[config.mk]
export PLATFORM = sky130hd
export DESIGN_NAME = bpm_mode_ctrl
export DESIGN_NICKNAME = d
export VERILOG_FILES = /design/src/core/bpm_pkg.sv /design/src/core/bpm_mode_ctrl.sv /design/src/core/bpm_qual_timer.sv
export SDC_FILE = /design/constraint.sdc
export NUM_CORES = 1
export LEC_CHECK = 0
export BUFFER_PORTS_ARGS = -buffer_cell sky130_fd_sc_hd__buf_2
export CORE_AREA = 2 2 245 247
export CTS_CLUSTER_DIAMETER = 150
export DETAILED_ROUTE_END_ITERATION = 8
export DIE_AREA = 0 0 247 249
export SLEW_MARGIN = 10
export SYNTH_ARGS = -nofsm -noshare
export SYNTH_HDL_FRONTEND = slang
export SYNTH_HIERARCHICAL = 1
export SYNTH_SLANG_ARGS = --single-unit
[constraint.sdc]
create_clock -name pclk -period 19.98 [get_ports pclk]
set_input_delay 2.997 -clock pclk [delete_from_list [all_inputs] [get_ports pclk]]
set_output_delay 2.997 -clock pclk [all_outputs]
set_load 0.03 [all_outputs]
[src/core/bpm_pkg.sv]
// Shared constants for the battery protection mode controller
package bpm_pkg;

  // ==========================================================================
  // Time base
  localparam int BPM_CLK_KHZ = 25000;

  // Qualifying delays: times in their own units, cycle counts derived
  localparam int BPM_DQ_LOW_MS = 2000;
  localparam int BPM_OVD_MS = 1000;
  localparam int BPM_UVD_MS = 100;
  localparam int BPM_OCD_MS = 10;
  localparam int BPM_SCD_US = 200;
  localparam int BPM_DQ_LOW_CYC = BPM_DQ_LOW_MS * BPM_CLK_KHZ;
  localparam int BPM_OVD_CYC = BPM_OVD_MS * BPM_CLK_KHZ;
  localparam int BPM_UVD_CYC = BPM_UVD_MS * BPM_CLK_KHZ;
  localparam int BPM_OCD_CYC = BPM_OCD_MS * BPM_CLK_KHZ;
  localparam int BPM_SCD_CYC = (BPM_SCD_US * BPM_CLK_KHZ + 999) / 1000;

  // ==========================================================================
  // Measurement
  localparam int BPM_AVG_SAMPLES = 128;
  localparam int BPM_AVG_SHIFT = 7;
  localparam logic signed [11:0] BPM_CUR_MAX = 12'sh7FF;
  localparam logic signed [11:0] BPM_CUR_MIN = -12'sh800;
  // Averaged current counts (0.625 mA x 88 ms) per 0.25 mAh accumulator count
  localparam int BPM_ACC_DIV = 16364;

  // ==========================================================================
  // Register indices; byte address is four times the index
  localparam logic [9:0] BPM_IDX_PROT = 10'h000;
  localparam logic [9:0] BPM_IDX_STATUS = 10'h001;
  localparam logic [9:0] BPM_IDX_SWAP = 10'h002;
  localparam logic [9:0] BPM_IDX_CURRENT = 10'h00E;
  localparam logic [9:0] BPM_IDX_ACCUM = 10'h010;
  localparam logic [9:0] BPM_IDX_OFFSET_BIAS = 10'h033;

  // Protection register fields
  localparam int BPM_PROT_OV = 7;
  localparam int BPM_PROT_UV = 6;
  localparam int BPM_PROT_COC = 5;
  localparam int BPM_PROT_DOC = 4;
  localparam int BPM_PROT_CC = 3;
  localparam int BPM_PROT_DC = 2;
  localparam int BPM_PROT_CE = 1;
  localparam int BPM_PROT_DE = 0;
  // Status register fields
  localparam int BPM_STAT_ACTIVE = 7;
  localparam int BPM_STAT_SWAP_ENABLE = 1;
  localparam int BPM_STAT_PACK_DISCONNECT_SLEEP_ENABLE = 0;

  // Reset values
  localparam logic BPM_RST_CE = 1'b1;
  localparam logic BPM_RST_DE = 1'b1;
  localparam logic [7:0] BPM_RST_OFFSET_BIAS = 8'h00;
  localparam logic [15:0] BPM_RST_ACCUM = 16'h0000;

  typedef enum logic {
    BPM_SLEEP = 1'b0,
    BPM_ACTIVE = 1'b1
  } bpm_mode_t;

endpackage

[src/core/bpm_mode_ctrl.sv]
// Power mode state machine, cell protection, current measurement and APB registers
//
// Design decision made here: register access over APB.
`timescale 1ns/1ns
module bpm_mode_ctrl
  import bpm_pkg::*;
#(
  parameter int DQ_LOW_CYC = BPM_DQ_LOW_CYC,
  parameter int OVD_CYC = BPM_OVD_CYC,
  parameter int UVD_CYC = BPM_UVD_CYC,
  parameter int OCD_CYC = BPM_OCD_CYC,
  parameter int SCD_CYC = BPM_SCD_CYC
) (
  input wire logic pclk,
  input wire logic presetn,
  input wire logic psel,
  input wire logic penable,
  input wire logic pwrite,
  input wire logic [11:0] paddr,
  input wire logic [31:0] pwdata,
  output logic [31:0] prdata,
  output logic pready,
  output logic pslverr,
  input wire logic host_data_line,
  input wire logic power_switch_input_n,
  input wire logic cmp_vin_gt_ov,
  input wire logic cmp_vin_lt_uv,
  input wire logic cmp_vin_lt_ce,
  input wire logic cmp_is_gt_oc,
  input wire logic cmp_is_lt_neg_oc,
  input wire logic cmp_is_le_neg_2mv,
  input wire logic cmp_sns_gt_sc,
  input wire logic cmp_pls_gt_vin,
  input wire logic cmp_pls_gt_vdd,
  input wire logic cmp_vdd_gt_2v2,
  input wire logic cmp_pls_lt_vdd_tp,
  input wire logic cmp_pls_gt_vdd_tp,
  input wire logic [11:0] adc_sample,
  input wire logic adc_valid,
  output logic charge_fet_control,
  output logic discharge_fet_control,
  output logic active_mode,
  output logic test_pulldown_en,
  output logic test_pullup_en
);

  // ==========================================================================
  // Pin synchronisers
  localparam int NSYNC = 14;
  logic [NSYNC-1:0] pin_raw;
  logic [NSYNC-1:0] sync1_ff;
  logic [NSYNC-1:0] sync2_ff;

  assign pin_raw = {host_data_line, power_switch_input_n, cmp_vin_gt_ov, cmp_vin_lt_uv,
                    cmp_vin_lt_ce, cmp_is_gt_oc, cmp_is_lt_neg_oc, cmp_is_le_neg_2mv,
                    cmp_sns_gt_sc, cmp_pls_gt_vin, cmp_pls_gt_vdd, cmp_vdd_gt_2v2,
                    cmp_pls_lt_vdd_tp, cmp_pls_gt_vdd_tp};

  // Idle-high reset values keep a floating host line and switch from acting at once
  always_ff @(posedge pclk or negedge presetn) begin
    if (!presetn) begin
      sync1_ff <= {2'b11, 12'h000};
      sync2_ff <= {2'b11, 12'h000};
    end else begin
      sync1_ff <= pin_raw;
      sync2_ff <= sync1_ff;
    end
  end

  logic dq_s, ps_n_s, ov_s, uv_s, vce_s, occ_s, ocd_s, m2mv_s, sc_s;
  logic plsvin_s, plsvdd_s, vdd22_s, plslo_s, plshi_s;
  assign {dq_s, ps_n_s, ov_s, uv_s, vce_s, occ_s, ocd_s, m2mv_s, sc_s, plsvin_s,
          plsvdd_s, vdd22_s, plslo_s, plshi_s} = sync2_ff;

  // ==========================================================================
  // Registers and state
  bpm_mode_t mode_ff;
  bpm_mode_t nxt_mode;
  logic ov_flag_ff, uv_flag_ff, coc_flag_ff, doc_flag_ff;
  logic ov_cond_ff, uv_cond_ff, coc_cond_ff, doc_cond_ff;
  logic ce_ff, de_ff, pack_disconnect_sleep_enable_ff, swap_enable_ff;
  logic [7:0] bias_ff;
  logic [15:0] accum_ff;
  logic signed [11:0] current_ff;
  logic cc_off_ff, dc_off_ff, pready_ff, pslverr_ff;
  logic [31:0] prdata_ff;
  logic running;

  assign running = (mode_ff == BPM_ACTIVE);

  // ==========================================================================
  // Qualifying timers: dq low, ov, uv, charge oc, discharge oc, short
  localparam int NQ = 6;
  localparam int DLY [NQ] = '{DQ_LOW_CYC, OVD_CYC, UVD_CYC, OCD_CYC, OCD_CYC, SCD_CYC};
  logic [NQ-1:0] q_cond;
  logic [NQ-1:0] q_hit;

  assign q_cond = {sc_s, ocd_s, occ_s, uv_s, ov_s, pack_disconnect_sleep_enable_ff && !dq_s};

  genvar gi;
  generate
    for (gi = 0; gi < NQ; gi = gi + 1) begin : g_qual
      bpm_qual_timer #(.CYCLES(DLY[gi])) u_timer (
        .clk(pclk),
        .rst_n(presetn),
        .run(running),
        .cond(q_cond[gi]),
        .qualified(q_hit[gi])
      );
    end
  endgenerate

  logic dq_lost, ov_hit, uv_hit, occ_hit, ocd_hit, sc_hit;
  assign {sc_hit, ocd_hit, occ_hit, uv_hit, ov_hit, dq_lost} = q_hit;

  // ==========================================================================
  // APB decode
  logic [9:0] idx;
  logic setup, wr_en, rd_en, mapped;
  assign idx = paddr[11:2];
  assign setup = psel && !penable && !pready_ff;
  assign wr_en = psel && penable && pready_ff && pwrite && mapped;
  assign rd_en = setup && !pwrite;

  always_comb begin
    if (idx == BPM_IDX_PROT) begin
      mapped = 1'b1;
    end else if (idx == BPM_IDX_STATUS) begin
      mapped = 1'b1;
    end else if (idx == BPM_IDX_SWAP) begin
      mapped = 1'b1;
    end else if (idx == BPM_IDX_CURRENT) begin
      mapped = !pwrite;
    end else if (idx == BPM_IDX_ACCUM) begin
      mapped = 1'b1;
    end else if (idx == BPM_IDX_OFFSET_BIAS) begin
      mapped = 1'b1;
    end else begin
      mapped = 1'b0;
    end
  end

  logic wr_prot, wr_stat, wr_swap, wr_acc, wr_bias;
  assign wr_prot = wr_en && (idx == BPM_IDX_PROT);
  assign wr_stat = wr_en && (idx == BPM_IDX_STATUS);
  assign wr_swap = wr_en && (idx == BPM_IDX_SWAP);
  assign wr_acc = wr_en && (idx == BPM_IDX_ACCUM);
  assign wr_bias = wr_en && (idx == BPM_IDX_OFFSET_BIAS);

  // No wait states: pready rises in the first access cycle and lasts one cycle
  always_ff @(posedge pclk or negedge presetn) begin
    if (!presetn) begin
      pready_ff <= 1'b0;
      pslverr_ff <= 1'b0;
    end else begin
      pready_ff <= setup;
      pslverr_ff <= setup && !mapped;
    end
  end

  always_ff @(posedge pclk or negedge presetn) begin
    if (!presetn) begin
      prdata_ff <= 32'h00000000;
    end else if (rd_en) begin
      if (idx == BPM_IDX_PROT) begin
        prdata_ff <= {24'h000000, ov_flag_ff, uv_flag_ff, coc_flag_ff, doc_flag_ff,
                      cc_off_ff, dc_off_ff, ce_ff, de_ff};
      end else if (idx == BPM_IDX_STATUS) begin
        prdata_ff <= {24'h000000, running, 5'h00, swap_enable_ff, pack_disconnect_sleep_enable_ff};
      end else if (idx == BPM_IDX_CURRENT) begin
        prdata_ff <= {20'h00000, current_ff};
      end else if (idx == BPM_IDX_ACCUM) begin
        prdata_ff <= {16'h0000, accum_ff};
      end else if (idx == BPM_IDX_OFFSET_BIAS) begin
        prdata_ff <= {24'h000000, bias_ff};
      end else begin
        prdata_ff <= 32'h00000000;
      end
    end
  end

  always_ff @(posedge pclk or negedge presetn) begin
    if (!presetn) begin
      pack_disconnect_sleep_enable_ff <= 1'b0;
      swap_enable_ff <= 1'b0;
      bias_ff <= BPM_RST_OFFSET_BIAS;
    end else begin
      if (wr_stat) begin
        pack_disconnect_sleep_enable_ff <= pwdata[BPM_STAT_PACK_DISCONNECT_SLEEP_ENABLE];
        swap_enable_ff <= pwdata[BPM_STAT_SWAP_ENABLE];
      end
      if (wr_bias) begin
        bias_ff <= pwdata[7:0];
      end
    end
  end

  // ==========================================================================
  // Power mode state machine
  logic swap_off, swap_on, wake;
  assign swap_off = wr_swap && swap_enable_ff && !pwdata[0];
  assign swap_on = wr_swap && swap_enable_ff && pwdata[0];
  assign wake = (pack_disconnect_sleep_enable_ff && !swap_enable_ff && dq_s)
             || !ps_n_s
             || (plsvin_s && !swap_enable_ff)
             || swap_on;

  always_comb begin
    nxt_mode = mode_ff;
    case (mode_ff)
      BPM_ACTIVE: begin
        if (dq_lost || uv_hit || swap_off) begin
          nxt_mode = BPM_SLEEP;
        end
      end
      BPM_SLEEP: begin
        if (wake) begin
          nxt_mode = BPM_ACTIVE;
        end
      end
      default: nxt_mode = BPM_SLEEP;
    endcase
  end

  always_ff @(posedge pclk or negedge presetn) begin
    if (!presetn) begin
      mode_ff <= BPM_SLEEP;
    end else begin
      mode_ff <= nxt_mode;
    end
  end

  // Permit bits; the wake-up force on ce outranks a host write in the same cycle; de follows host writes only
  always_ff @(posedge pclk or negedge presetn) begin
    if (!presetn) begin
      ce_ff <= BPM_RST_CE;
      de_ff <= BPM_RST_DE;
    end else begin
      if (mode_ff == BPM_SLEEP && nxt_mode == BPM_ACTIVE) begin
        ce_ff <= 1'b1;
      end else if (wr_prot) begin
        ce_ff <= pwdata[BPM_PROT_CE];
      end
      if (wr_prot) begin
        de_ff <= pwdata[BPM_PROT_DE];
      end
    end
  end

  // ==========================================================================
  // Live protection conditions with their release tests
  always_ff @(posedge pclk or negedge presetn) begin
    if (!presetn) begin
      ov_cond_ff <= 1'b0;
      uv_cond_ff <= 1'b0;
      coc_cond_ff <= 1'b0;
      doc_cond_ff <= 1'b0;
    end else begin
      if (ov_hit) begin
        ov_cond_ff <= 1'b1;
      end else if (vce_s || m2mv_s) begin
        ov_cond_ff <= 1'b0;
      end
      if (uv_hit) begin
        uv_cond_ff <= 1'b1;
      end else if (plsvdd_s && vdd22_s) begin
        uv_cond_ff <= 1'b0;
      end
      if (occ_hit) begin
        coc_cond_ff <= 1'b1;
      end else if (coc_cond_ff && plslo_s) begin
        coc_cond_ff <= 1'b0;
      end
      if (ocd_hit || sc_hit) begin
        doc_cond_ff <= 1'b1;
      end else if (doc_cond_ff && plshi_s) begin
        doc_cond_ff <= 1'b0;
      end
    end
  end

  // Sticky flags: a new event wins over a host clear in the same cycle
  always_ff @(posedge pclk or negedge presetn) begin
    if (!presetn) begin
      ov_flag_ff <= 1'b0;
      uv_flag_ff <= 1'b0;
      coc_flag_ff <= 1'b0;
      doc_flag_ff <= 1'b0;
    end else begin
      ov_flag_ff <= ov_hit || (ov_flag_ff && !(wr_prot && !pwdata[BPM_PROT_OV]));
      uv_flag_ff <= uv_hit || (uv_flag_ff && !(wr_prot && !pwdata[BPM_PROT_UV]));
      coc_flag_ff <= occ_hit || (coc_flag_ff && !(wr_prot && !pwdata[BPM_PROT_COC]));
      doc_flag_ff <= ocd_hit || sc_hit
                  || (doc_flag_ff && !(wr_prot && !pwdata[BPM_PROT_DOC]));
    end
  end

  // ==========================================================================
  // FET controls (high = FET off) and release test currents
  logic nxt_cc_off, nxt_dc_off;
  assign nxt_cc_off = ov_cond_ff || ov_hit || uv_cond_ff || uv_hit || coc_cond_ff
                   || occ_hit || !ce_ff || (nxt_mode == BPM_SLEEP);
  assign nxt_dc_off = uv_cond_ff || uv_hit || coc_cond_ff || occ_hit || doc_cond_ff
                   || ocd_hit || sc_hit || !de_ff || (nxt_mode == BPM_SLEEP);

  always_ff @(posedge pclk or negedge presetn) begin
    if (!presetn) begin
      cc_off_ff <= 1'b1;
      dc_off_ff <= 1'b1;
    end else begin
      cc_off_ff <= nxt_cc_off;
      dc_off_ff <= nxt_dc_off;
    end
  end

  // ==========================================================================
  // Current averaging with offset bias, saturation and accumulation
  logic [6:0] samp_cnt_ff;
  logic signed [19:0] sum_ff;
  logic signed [12:0] corrected;
  logic signed [19:0] sum_next;
  logic signed [12:0] avg;
  logic signed [11:0] avg_sat;
  logic avg_done;

  assign corrected = 13'(signed'(adc_sample)) - 13'(signed'(bias_ff));
  assign sum_next = sum_ff + 20'(corrected);
  assign avg = 13'(sum_next >>> BPM_AVG_SHIFT);
  assign avg_done = running && adc_valid && (samp_cnt_ff == 7'(BPM_AVG_SAMPLES - 1));

  always_comb begin
    if (avg > 13'(BPM_CUR_MAX)) begin
      avg_sat = BPM_CUR_MAX;
    end else if (avg < 13'(BPM_CUR_MIN)) begin
      avg_sat = BPM_CUR_MIN;
    end else begin
      avg_sat = avg[11:0];
    end
  end

  // Sampling stops in sleep; the partial average is discarded there
  always_ff @(posedge pclk or negedge presetn) begin
    if (!presetn) begin
      samp_cnt_ff <= 7'h00;
      sum_ff <= 20'sh00000;
      current_ff <= 12'sh000;
    end else if (!running) begin
      samp_cnt_ff <= 7'h00;
      sum_ff <= 20'sh00000;
    end else if (adc_valid) begin
      samp_cnt_ff <= samp_cnt_ff + 7'h01;
      if (avg_done) begin
        sum_ff <= 20'sh00000;
        current_ff <= avg_sat;
      end else begin
        sum_ff <= sum_next;
      end
    end
  end

  // Residue carries fractions of an accumulator count between updates
  logic signed [15:0] resid_ff;
  logic signed [15:0] resid_sum;
  assign resid_sum = resid_ff + 16'(avg_sat);

  always_ff @(posedge pclk or negedge presetn) begin
    if (!presetn) begin
      accum_ff <= BPM_RST_ACCUM;
      resid_ff <= 16'sh0000;
    end else if (wr_acc) begin
      accum_ff <= pwdata[15:0];
    end else if (avg_done) begin
      if (resid_sum >= 16'(BPM_ACC_DIV)) begin
        accum_ff <= accum_ff + 16'h0001;
        resid_ff <= resid_sum - 16'(BPM_ACC_DIV);
      end else if (resid_sum <= -16'(BPM_ACC_DIV)) begin
        accum_ff <= accum_ff - 16'h0001;
        resid_ff <= resid_sum + 16'(BPM_ACC_DIV);
      end else begin
        resid_ff <= resid_sum;
      end
    end
  end

  // ==========================================================================
  // Outputs
  logic pd_ff, pu_ff;
  always_ff @(posedge pclk or negedge presetn) begin
    if (!presetn) begin
      pd_ff <= 1'b0;
      pu_ff <= 1'b0;
    end else begin
      pd_ff <= coc_cond_ff || occ_hit;
      pu_ff <= doc_cond_ff || ocd_hit || sc_hit;
    end
  end

  assign charge_fet_control = cc_off_ff;
  assign discharge_fet_control = dc_off_ff;
  assign active_mode = mode_ff;
  assign test_pulldown_en = pd_ff;
  assign test_pullup_en = pu_ff;
  assign prdata = prdata_ff;
  assign pready = pready_ff;
  assign pslverr = pslverr_ff;

endmodule

[src/core/bpm_qual_timer.sv]
// Qualifying delay timer: condition must hold continuously for the full delay
`timescale 1ns/1ns
module bpm_qual_timer #(
  parameter int CYCLES = 1
) (
  input wire logic clk,
  input wire logic rst_n,
  input wire logic run,
  input wire logic cond,
  output logic qualified
);

  logic [31:0] cnt_ff;
  logic hit;

  assign hit = (cnt_ff == 32'(CYCLES));

  // Any break in the condition restarts the delay from zero
  always_ff @(posedge clk or negedge rst_n) begin
    if (!rst_n) begin
      cnt_ff <= 32'h00000000;
    end else if (!(run && cond)) begin
      cnt_ff <= 32'h00000000;
    end else if (!hit) begin
      cnt_ff <= cnt_ff + 32'h00000001;
    end
  end

  assign qualified = hit && run && cond;

endmodule
### Word level (Yosys, flattened, before mapping)

Cells that the tools add are included.

* reduce and logical (&&, ||, !) cells: 110
* multiplexer cells: 49
* add/sub/neg operators: 14
* eq/ne operators: 19
* bitwise gates (word level): 3
* magnitude comparators: 4

Operators with widths (number)
* 32-bit two-way mux: 12
* 32-bit by 1-bit adder with 32-bit output (second input constant): 6
* 16-bit two-way mux: 10
* 32-bit by 18-bit == test with 1-bit output (second input constant): 2
* 20-bit two-way mux: 3
* 1-bit logical AND: 52
* 32-bit by 13-bit == test with 1-bit output (second input constant): 1
* 32-bit by 22-bit == test with 1-bit output (second input constant): 1
* 32-bit by 25-bit == test with 1-bit output (second input constant): 1
* 32-bit by 26-bit == test with 1-bit output (second input constant): 1
* 1-bit logical OR: 29
* 12-bit two-way mux: 2
* 20-bit by 13-bit adder with 20-bit output: 1
* 1-bit zero test: 18
* 1-bit two-way mux: 18
* 16-bit by 1-bit adder with 16-bit output (second input constant): 1
* 16-bit by 12-bit adder with 16-bit output: 1
* 16-bit by 15-bit adder with 16-bit output (second input constant): 1
* 16-bit by 15-bit greater-or-equal comparator with 1-bit output (second input constant): 1
* 16-bit by 15-bit <= comparator with 1-bit output (second input constant): 1
* 16-bit by 1-bit subtractor with 16-bit output (second input constant): 1
* 16-bit by 15-bit subtractor with 16-bit output (second input constant): 1
* 7-bit two-way mux: 2
* 2-bit inequality test (second input constant): 7
* other kinds (18): 26

* bits in registers: 350
* input bits: 76
* output and inout port bits: 39
* logic and storage cells: 233

### Logic depth before layout (Yosys ltp)

Gate-level depths: netlist of the first run.

* word-level depth: 16
* gate-level depth with buffers: 40
* mapped depth without buffers: 38

### Cells and area by module

The synthesis of the first run kept the hierarchy.

By module, submodules not included
* bpm_mode_ctrl: seq. area each 3563.4 sq um, instances 1, cells each 1009, area an instance 9477.8 sq um
* bpm_qual_timer at g_qual[3].u_timer ...: seq. area each 800.8 sq um, instances 2, cells each 179, area an instance 1744.2 sq um
* bpm_qual_timer at g_qual[1].u_timer: seq. area each 800.8 sq um, instances 1, cells each 205, area an instance 1946.9 sq um
* bpm_qual_timer at g_qual[2].u_timer: seq. area each 800.8 sq um, instances 1, cells each 213, area an instance 1888.1 sq um
* bpm_qual_timer at g_qual[5].u_timer: seq. area each 800.8 sq um, instances 1, cells each 195, area an instance 1871.8 sq um
* bpm_qual_timer at g_qual[0].u_timer: seq. area each 800.8 sq um, instances 1, cells each 175, area an instance 1696.6 sq um

### Least setup slack after synthesis of the first run

Ideal clock, no wire load.

* path type: input to register
* start: in adc_sample[11]
* end: reg accum_ff[14]
* stages on the path: 35
* arrival: 10.629 ns
* setup time: 0.104 ns
* required time: 19.876 ns
* path buffers: 2
* setup slack: 9.247 ns
* cell sequence: inv_1 -> fa_1 -> inv_1 -> ha_1 -> a21o_1 -> a21o_1 -> a211oi_1 -> o41ai_4 -> xnor2_4 -> nor2_1 -> clkbuf_1 -> nor2_1 -> ha_1 -> fa_1 -> a211oi_2 -> o21ai_2 -> a31oi_1 -> xnor2_2 -> inv_2 -> o32ai_1 -> a41oi_2 -> buf_2 -> nor2_2 -> inv_2 -> fa_1 -> a21o_1 -> a21o_1 -> a21oi_1 -> o21ai_0 -> a41oi_1 -> a21oi_1 -> a21o_1 -> a21oi_1 -> xor2_1 -> a221oi_1

* word-level cells in the longest chain between the ends: 10
* elaborated cells between the ends (all ways): 14
* classes of those cells: 3 x add/sub; 4 x order compare; 5 x mux; 2 x reduce/logical

RTL lines
* from (decl): line bpm_mode_ctrl.sv:38 `input wire logic [11:0] adc_sample,`
* 12-bit by 8-bit subtractor with 13-bit output (*): line bpm_mode_ctrl.sv:326 `assign corrected = 13'(signed'(adc_sample)) - 13'(signed'(bias_ff));`
* 20-bit by 13-bit adder with 20-bit output (*): line bpm_mode_ctrl.sv:327 `assign sum_next = sum_ff + 20'(corrected);`
* 13-bit by 12-bit less-than comparator with 1-bit output: line bpm_mode_ctrl.sv:334 `end else if (avg < 13'(BPM_CUR_MIN)) begin`
* 12-bit two-way mux: line bpm_mode_ctrl.sv:334
* 12-bit two-way mux (*): line bpm_mode_ctrl.sv:332 `if (avg > 13'(BPM_CUR_MAX)) begin`
* net avg_sat[0]: line bpm_mode_ctrl.sv:323 `logic signed [11:0] avg_sat;`
* 16-bit by 12-bit adder with 16-bit output (*): line bpm_mode_ctrl.sv:364 `assign resid_sum = resid_ff + 16'(avg_sat);`
* 16-bit by 15-bit greater-or-equal comparator with 1-bit output: line bpm_mode_ctrl.sv:373 `if (resid_sum >= 16'(BPM_ACC_DIV)) begin`
* 16-bit two-way mux: line bpm_mode_ctrl.sv:373
* 16-bit two-way mux: line bpm_mode_ctrl.sv:372 `end else if (avg_done) begin`
* 16-bit two-way mux: line bpm_mode_ctrl.sv:370 `end else if (wr_acc) begin`
* to (signal assigned): line bpm_mode_ctrl.sv:371 `accum_ff <= pwdata[15:0];`
* to (signal assigned): line bpm_mode_ctrl.sv:374 `accum_ff <= accum_ff + 16'h0001;`
* to (signal assigned): line bpm_mode_ctrl.sv:377 `accum_ff <= accum_ff - 16'h0001;`
* to (decl): line bpm_mode_ctrl.sv:83 `logic [15:0] accum_ff;`

The timed path passes the listed nets; every way through them passes the cells marked *. The select of a mux whose other input is x is not followed.
A chain may end at the register's enable or synchronous reset.

### Worst setup path in the final report of the first run

* start: in adc_sample[1]
* end: reg accum_ff[15]

The elaborated chain is that of the path after synthesis.

==> results of run 1 <==
## layout by cell type, fill, tap and decap left out, types with 53 or more instances in the layout
cell / n
buf_2: 79
dfrtp_1: 326
inv_1: 126
xor2_1: 78
a21oi_1: 99
nand4_1: 64
nor2_1: 232
xnor2_1: 86
nor3_1: 53
o21ai_0: 85
nand3_1: 99
nand2_1: 158
ha_1: 68
## area by class of cell
| type | instances | area [sq um] |
|---|---|---|
| Timing Repair Buffer | 93 | 508.0 |
| Multi-Input combinational cell | 1612 | 11030 |
| Sequential cell | 334 | 8368 |
| Clock inverter | 19 | 272.8 |
| Fill cell | 5787 | 35940 |
| Inverter | 128 | 480.5 |
| Clock buffer | 51 | 1112 |
| Tap cell | 773 | 967.2 |
## cell families (layout without fill, tap and decap cells)
group | after synthesis | in the layout | share of synthesized area (%)
mux | 35 | 35 | 1.867
fa+ha+maj | 89 | 89 | 6.241
flops | 334 | 334 | 41.08
buf+inv | 224 | 291 | 5.037
xor+xnor | 168 | 168 | 7.482
other cells | 1 | 16 | 0.01841
compound gates | 400 | 400 | 13.89
simple gates | 904 | 904 | 24.39
## through the flow
step,cells,hold slack (ns),area (sq um),setup slack [ns]
after CTS,3010,0.3485,22740,8.161
after detailed placement,2940,0.3347,21360,7.605
after floorplan,2170,0.3312,20430,9.247
final,3010,0.3463,22740,8.059
after global placement,2940,0.3343,21360,7.722
after global routing,3010,0.3570,22740,7.367
## report_power, final
part           internal, uW  total [uW]  switching (uW)  leakage, uW
Sequential              712         738            25.9      0.00444
Combinational           562        1550             989      0.00468
Clock                   462         773             310     0.000677
Total                  1740        3060            1330      0.00979
## how the worst min path moves through the flow
| stage | startpoint | end | slack (ns) | cells after the start |
|---|---|---|---|---|
| 4_1_cts | sync1_ff[8] | sync2_ff[8] | 0.35 | 0 |
| 6_report | sync1_ff[11] | sync2_ff[11] | 0.35 | 0 |
| 5_1_grt | sync1_ff[12] | sync2_ff[12] | 0.36 | 0 |
| 3_3_place_gp | sync1_ff[2] | sync2_ff[2] | 0.33 | 0 |
| 2_1_floorplan | sync1_ff[0] | sync2_ff[0] | 0.33 | 0 |
| 3_5_place_dp | sync1_ff[8] | sync2_ff[8] | 0.33 | 0 |
## registers in the layout (all words and copies together), names as in the netlist, 7 cells and up
register and count:
resid_ff 16, sync2_ff 14, bias_ff 8, accum_ff 16, sync1_ff 14, prdata 16
sum_ff 20, current_ff 12, samp_cnt_ff 7, g_qual.u_timer/cnt_ff 192
## per-layer routing
layer | up-vias | global-route usage, % | part of all wire [%]
met1 | 8085 | 23.90 | 48
met5 | - | 0 | 0.025
met2 | 357 | 25.83 | 45
li1 | 7839 | - | -
met3 | 60 | 2.898 | 5.4
met4 | 2 | 4.699 | 2.1
## critical path: cells and delay by family
kind | cells | cell delay (ns)
adder cells (fa/ha/maj) | 5 | 2.10
AO/OA/AOI/OAI | 17 | 4.48
buffers and inverters | 4 | 0.64
AND/OR/NAND/NOR | 8 | 1.75
XOR/XNOR | 2 | 0.40
==> metrics, run 1 <==
status=complete, no violations; Netlist cell types=101; Slew Limit Fails=0; Max VDD drop=roughly 0.08 mV; min Tclk post-route=roughly 12 ns; CTS Buf Count=40; count leader, synth=dfrtp_1; initial DRC count=~1100; Crit Path Max Fanout=22; Tot GR Track Use=between 15 and 20%; ys async rst share=100.0%; maximum level of the CTS H-tree=2; Setup-failing EPs final=0; Synth Register Bits=between 300 and 400; HPWL Detailed=36540 microns; GPL Wtd Cong=approximately 0.86; Synth Warn #=6; commonest register cell after synthesis=dfrtp_1; Worst setup EP type=flop; power per cell area=between 100 and 150 nW/um^2; worst r2r dst=accum_ff[15]; Post-CTS Hold Fix Bufs=0; Site Rows=around 90; total gr overflow=0; clk sink count=~330; drt pass-1 iters=6; clock slew seen by the registers of the worst setup and hold paths=0.06 ns; fraction of layout cells with a size suffix above 1=12.29%; post-CTS setup buffer count=0; clock root buffer=clkbuf_16; vias in the first global route=~16000; Slowest-stage cell, CP=o32ai_1; total power=around 3100 uW; routed vias=~16000; FMAX=roughly 84 MHz; ANT cells=0; Finished Core Util=38.75%; Setup TNS Final=0 ns; CP arrival=12.40 ns; initial antenna violation count=5; CP Launch Point=adc_sample[1]; Worst Reg2Reg Path Length in Cells=36; full die area=61500 sq um; synth cell count leaders=326 x dfrtp_1, 232 x nor2_1, 158 x nand2_1, 126 x inv_1; Crit path top cell by count=o21ai_0; CTS tree=yes; Hold Path Class=flop to flop; flop-to-flop setup slack=9.89 ns; drt total wl=around 50000 microns; RSZ-0062 raised after global routing=no; Worst setup SP type=primary input; worst skew pair latency=about 0.58 ns; Yosys top cell by area=dfrtp_1; nets=between 2000 and 2500; CTS resizes=0; clk buf depth=3; P_leak=slightly below 0.01 uW; DR WL/cell=16.98 microns; final worst path period share=59.67%; port bufs=80; worst slew pin tran=1.126 ns; drc violations=0; Worst slew margin=around 25%; Syn Area/Cell=around 9.5 sq um; ANT nets after route=0; Core ar.=58690 sq um; synth-to-layout area growth=11.64%; r2r startpoint=bias_ff[7]; first-pass GRT wire length=approximately 84000 microns; Max Clock Skew=~0.038 ns; Synth top area share=between 40% and 50%; post-synthesis sequential area ratio=between 40% and 50%; largest net degree at the start of global routing=72; Die X-Extent=247 microns; Critical Setup Path Class=primary input to flop; vias per inst=5.430; Chip Height=249 microns; max incr delay on CP=0.71 ns; I/O pins=115; WP data required=20.46 ns; Fin. Hold Viols=0; Worst Setup EP=accum_ff[15]; synthesized area=20370 sq um; max-cap violations=0; Initial Util=34.71%; cells after synthesis=around 2200; main area contributors after synthesis=dfrtp_1 40%, nor2_1 4.3%, ha_1 4.2%; number of synthesized flops with an enable pin=0
Power figures use the tool's default switching activity.
==> run 2, diff against run 1 <==
==> constraint.sdc (replaced) <==
create_clock -name pclk -period 10.63 [get_ports pclk]
set_input_delay 1.5945 -clock pclk [delete_from_list [all_inputs] [get_ports pclk]]
set_output_delay 1.5945 -clock pclk [all_outputs]
set_load 0.03 [all_outputs]
==> metrics, run 2 (same netlist as run 1, synthesis figures left out) <==
status=complete, no violations; Core ar.=58690 sq um (unchanged); hold_sp=sync1_ff[5]; Final Instance Area=22770 sq um (+0.13%); Slowest-stage cell, CP=fa_1; r2r startpoint=bias_ff[7]; met3 Usage GRT=3.620% (+0.72 points); fraction of layout cells with a size suffix above 1=12.46% (+0.17 points); total gr overflow=0 (unchanged); drc violations=0 (unchanged); CTS tree=yes; Die X-Extent=247 microns (unchanged); Max Clock Skew=0.02948 ns (-0.008962 ns); flop-to-flop setup slack=1.46 ns (-8.43 ns); Setup TNS Final=0 ns (unchanged); post-CTS setup buffer count=0 (unchanged); WP data required=11.11 ns (-9.35 ns); Crit Path Max Fanout=22 (unchanged); DR WL/cell=16.86 microns (-0.74%); Max VDD drop=0.1503 mV (+87%); commonest non-fill, non-tap cell in the layout=dfrtp_1; worst path bufs/invs=6 (+2); drt total wl=50960 microns (-0.31%); CTS resizes=0 (unchanged); largest net degree at the start of global routing=132 (+83%); Worst setup SP type=primary input; initial DRC count=1071 (-5.5%); vias per inst=5.424 (about the same); nets=2381 (+0.29%); synth-to-layout area growth=11.79%; CP top delay family=compound AO/OA/AOI/OAI gates; clock slew seen by the registers of the worst setup and hold paths=0.06 ns (about the same); Critical Setup Path Class=primary input to flop; Tot GR Track Use=16.65% (-0.063 points); full die area=61500 sq um (unchanged); clk sink count=334 (unchanged); Endpoint, Worst Hold=sync2_ff[5]; max incr delay on CP=0.54 ns (-0.17 ns); Hold Path Class=flop to flop; HPWL Detailed=36540 microns (about the same); Post-CTS Hold Fix Bufs=0 (unchanged); Setup-failing EPs final=0 (unchanged); Worst Reg2Reg Path Length in Cells=37 (+2.8%); Initial Util=34.71% (unchanged); final worst path period share=91.92%; initial antenna violation count=5 (unchanged); GPL Wtd Cong=0.8579 (-0.26%); Slew Limit Fails=0 (unchanged); CP arrival=10.25 ns (-2.15 ns); worst slew pin tran=1.056 ns (-0.07019 ns); P_leak=0.009816 uW (+0.23%); worst r2r dst=accum_ff[14]; total power=5781 uW (+89%); Worst setup EP type=flop; worst skew pair latency=0.57 ns (about the same); GRT busiest layer=met2; Most flops, register=g_qual.u_timer/cnt_ff; min Tclk post-route=between 9 and 10 ns; CTS Buf Count=40 (unchanged); FMAX=approximately 100 MHz; GR Layer Usage met1=23.63% (-0.27 points); vias in the first global route=16190 (+0.50%); max reg flops=192 (unchanged); clock root buffer=clkbuf_16; power per cell area=253.9 nW/um^2 (+89%); max-cap violations=0 (unchanged); largest registers=g_qual.u_timer/cnt_ff (192), sum_ff (20); Site Rows=89 (unchanged); port bufs=80 (unchanged); most frequent cells in the layout=326 x dfrtp_1, 232 x nor2_1, 158 x nand2_1; met2 usage=25.47% (-0.35 points); Post-DP Area=21410 sq um (+0.25%); clk buf depth=3 (unchanged); hold depth=0 (unchanged); drt pass-1 iters=5 (-1); RSZ-0062 raised after global routing=no; ANT nets after route=0 (unchanged); Worst slew margin=28.86% (+4.1 points); first-pass GRT wire length=84460 microns (+0.11%); routed vias=16400 (+0.34%); I/O pins=115 (unchanged); maximum level of the CTS H-tree=2 (unchanged); Chip Height=249 microns (unchanged); Fin. Hold Viols=0 (unchanged)
==> run 2: final cells by class <==
type	instances	area (sq um)
fillers	5747	35910
multi-input cells	1612	11030
flip-flops and latches	334	8368
clock buffers	53	1090
well taps	773	967.2
repair buffers	100	560.5
inverters	128	480.5
clock inverters	20	265.3
diodes	3	7.507
==> run 2: per-stage QoR <==
step                      worst slack (ns)  util (%)  instances  hold slack [ns]
after floorplan                      1.300         -       2170           0.3312
after global placement              0.6095     36.48       2947           0.3336
after detailed placement            0.4611     36.48       2947           0.3347
after CTS                           0.9910     38.79       3020           0.3449
after global routing                0.1849     38.80       3022           0.3532
final                               0.8586     38.80       3023           0.3443
==> run 2: how the worst max path moves through the flow <==
stage | startpoint | end | slack (ns) | cells past startpoint
after detailed placement | adc_sample[2] | accum_ff[14] | 0.46 | 39
after floorplan | adc_sample[11] | accum_ff[14] | 1.30 | 35
after global placement | adc_sample[2] | accum_ff[14] | 0.61 | 39
final | adc_sample[2] | accum_ff[15] | 0.86 | 39
after CTS | adc_sample[2] | accum_ff[14] | 0.99 | 39
after global routing | adc_sample[2] | accum_ff[14] | 0.18 | 39
==> run 2: worst reg2reg max path: cells and delay by family (launching register included) <==
kind / cells / cell delay [ns]
DFF: 1 / 0.93
adders and majority gates: 5 / 1.98
buffers and inverters: 5 / 0.82
and+or+nand+nor: 4 / 0.47
xor gates and xnor gates: 3 / 0.56
AOI/OAI and AO/OA: 20 / 4.30
==> run 2: power breakdown <==
group / switching [uW] / internal [uW] / total, uW
Sequential: 48.0 / 1340 / 1390
Clock: 571 / 851 / 1420
Combinational: 1880 / 1090 / 2970
==> run 2: per-layer routing <==
metal,vias up,share of wire [%]
met5,-,0
met4,0,2.0
met3,66,6.2
met2,361,44
met1,8104,48
li1,7867,-
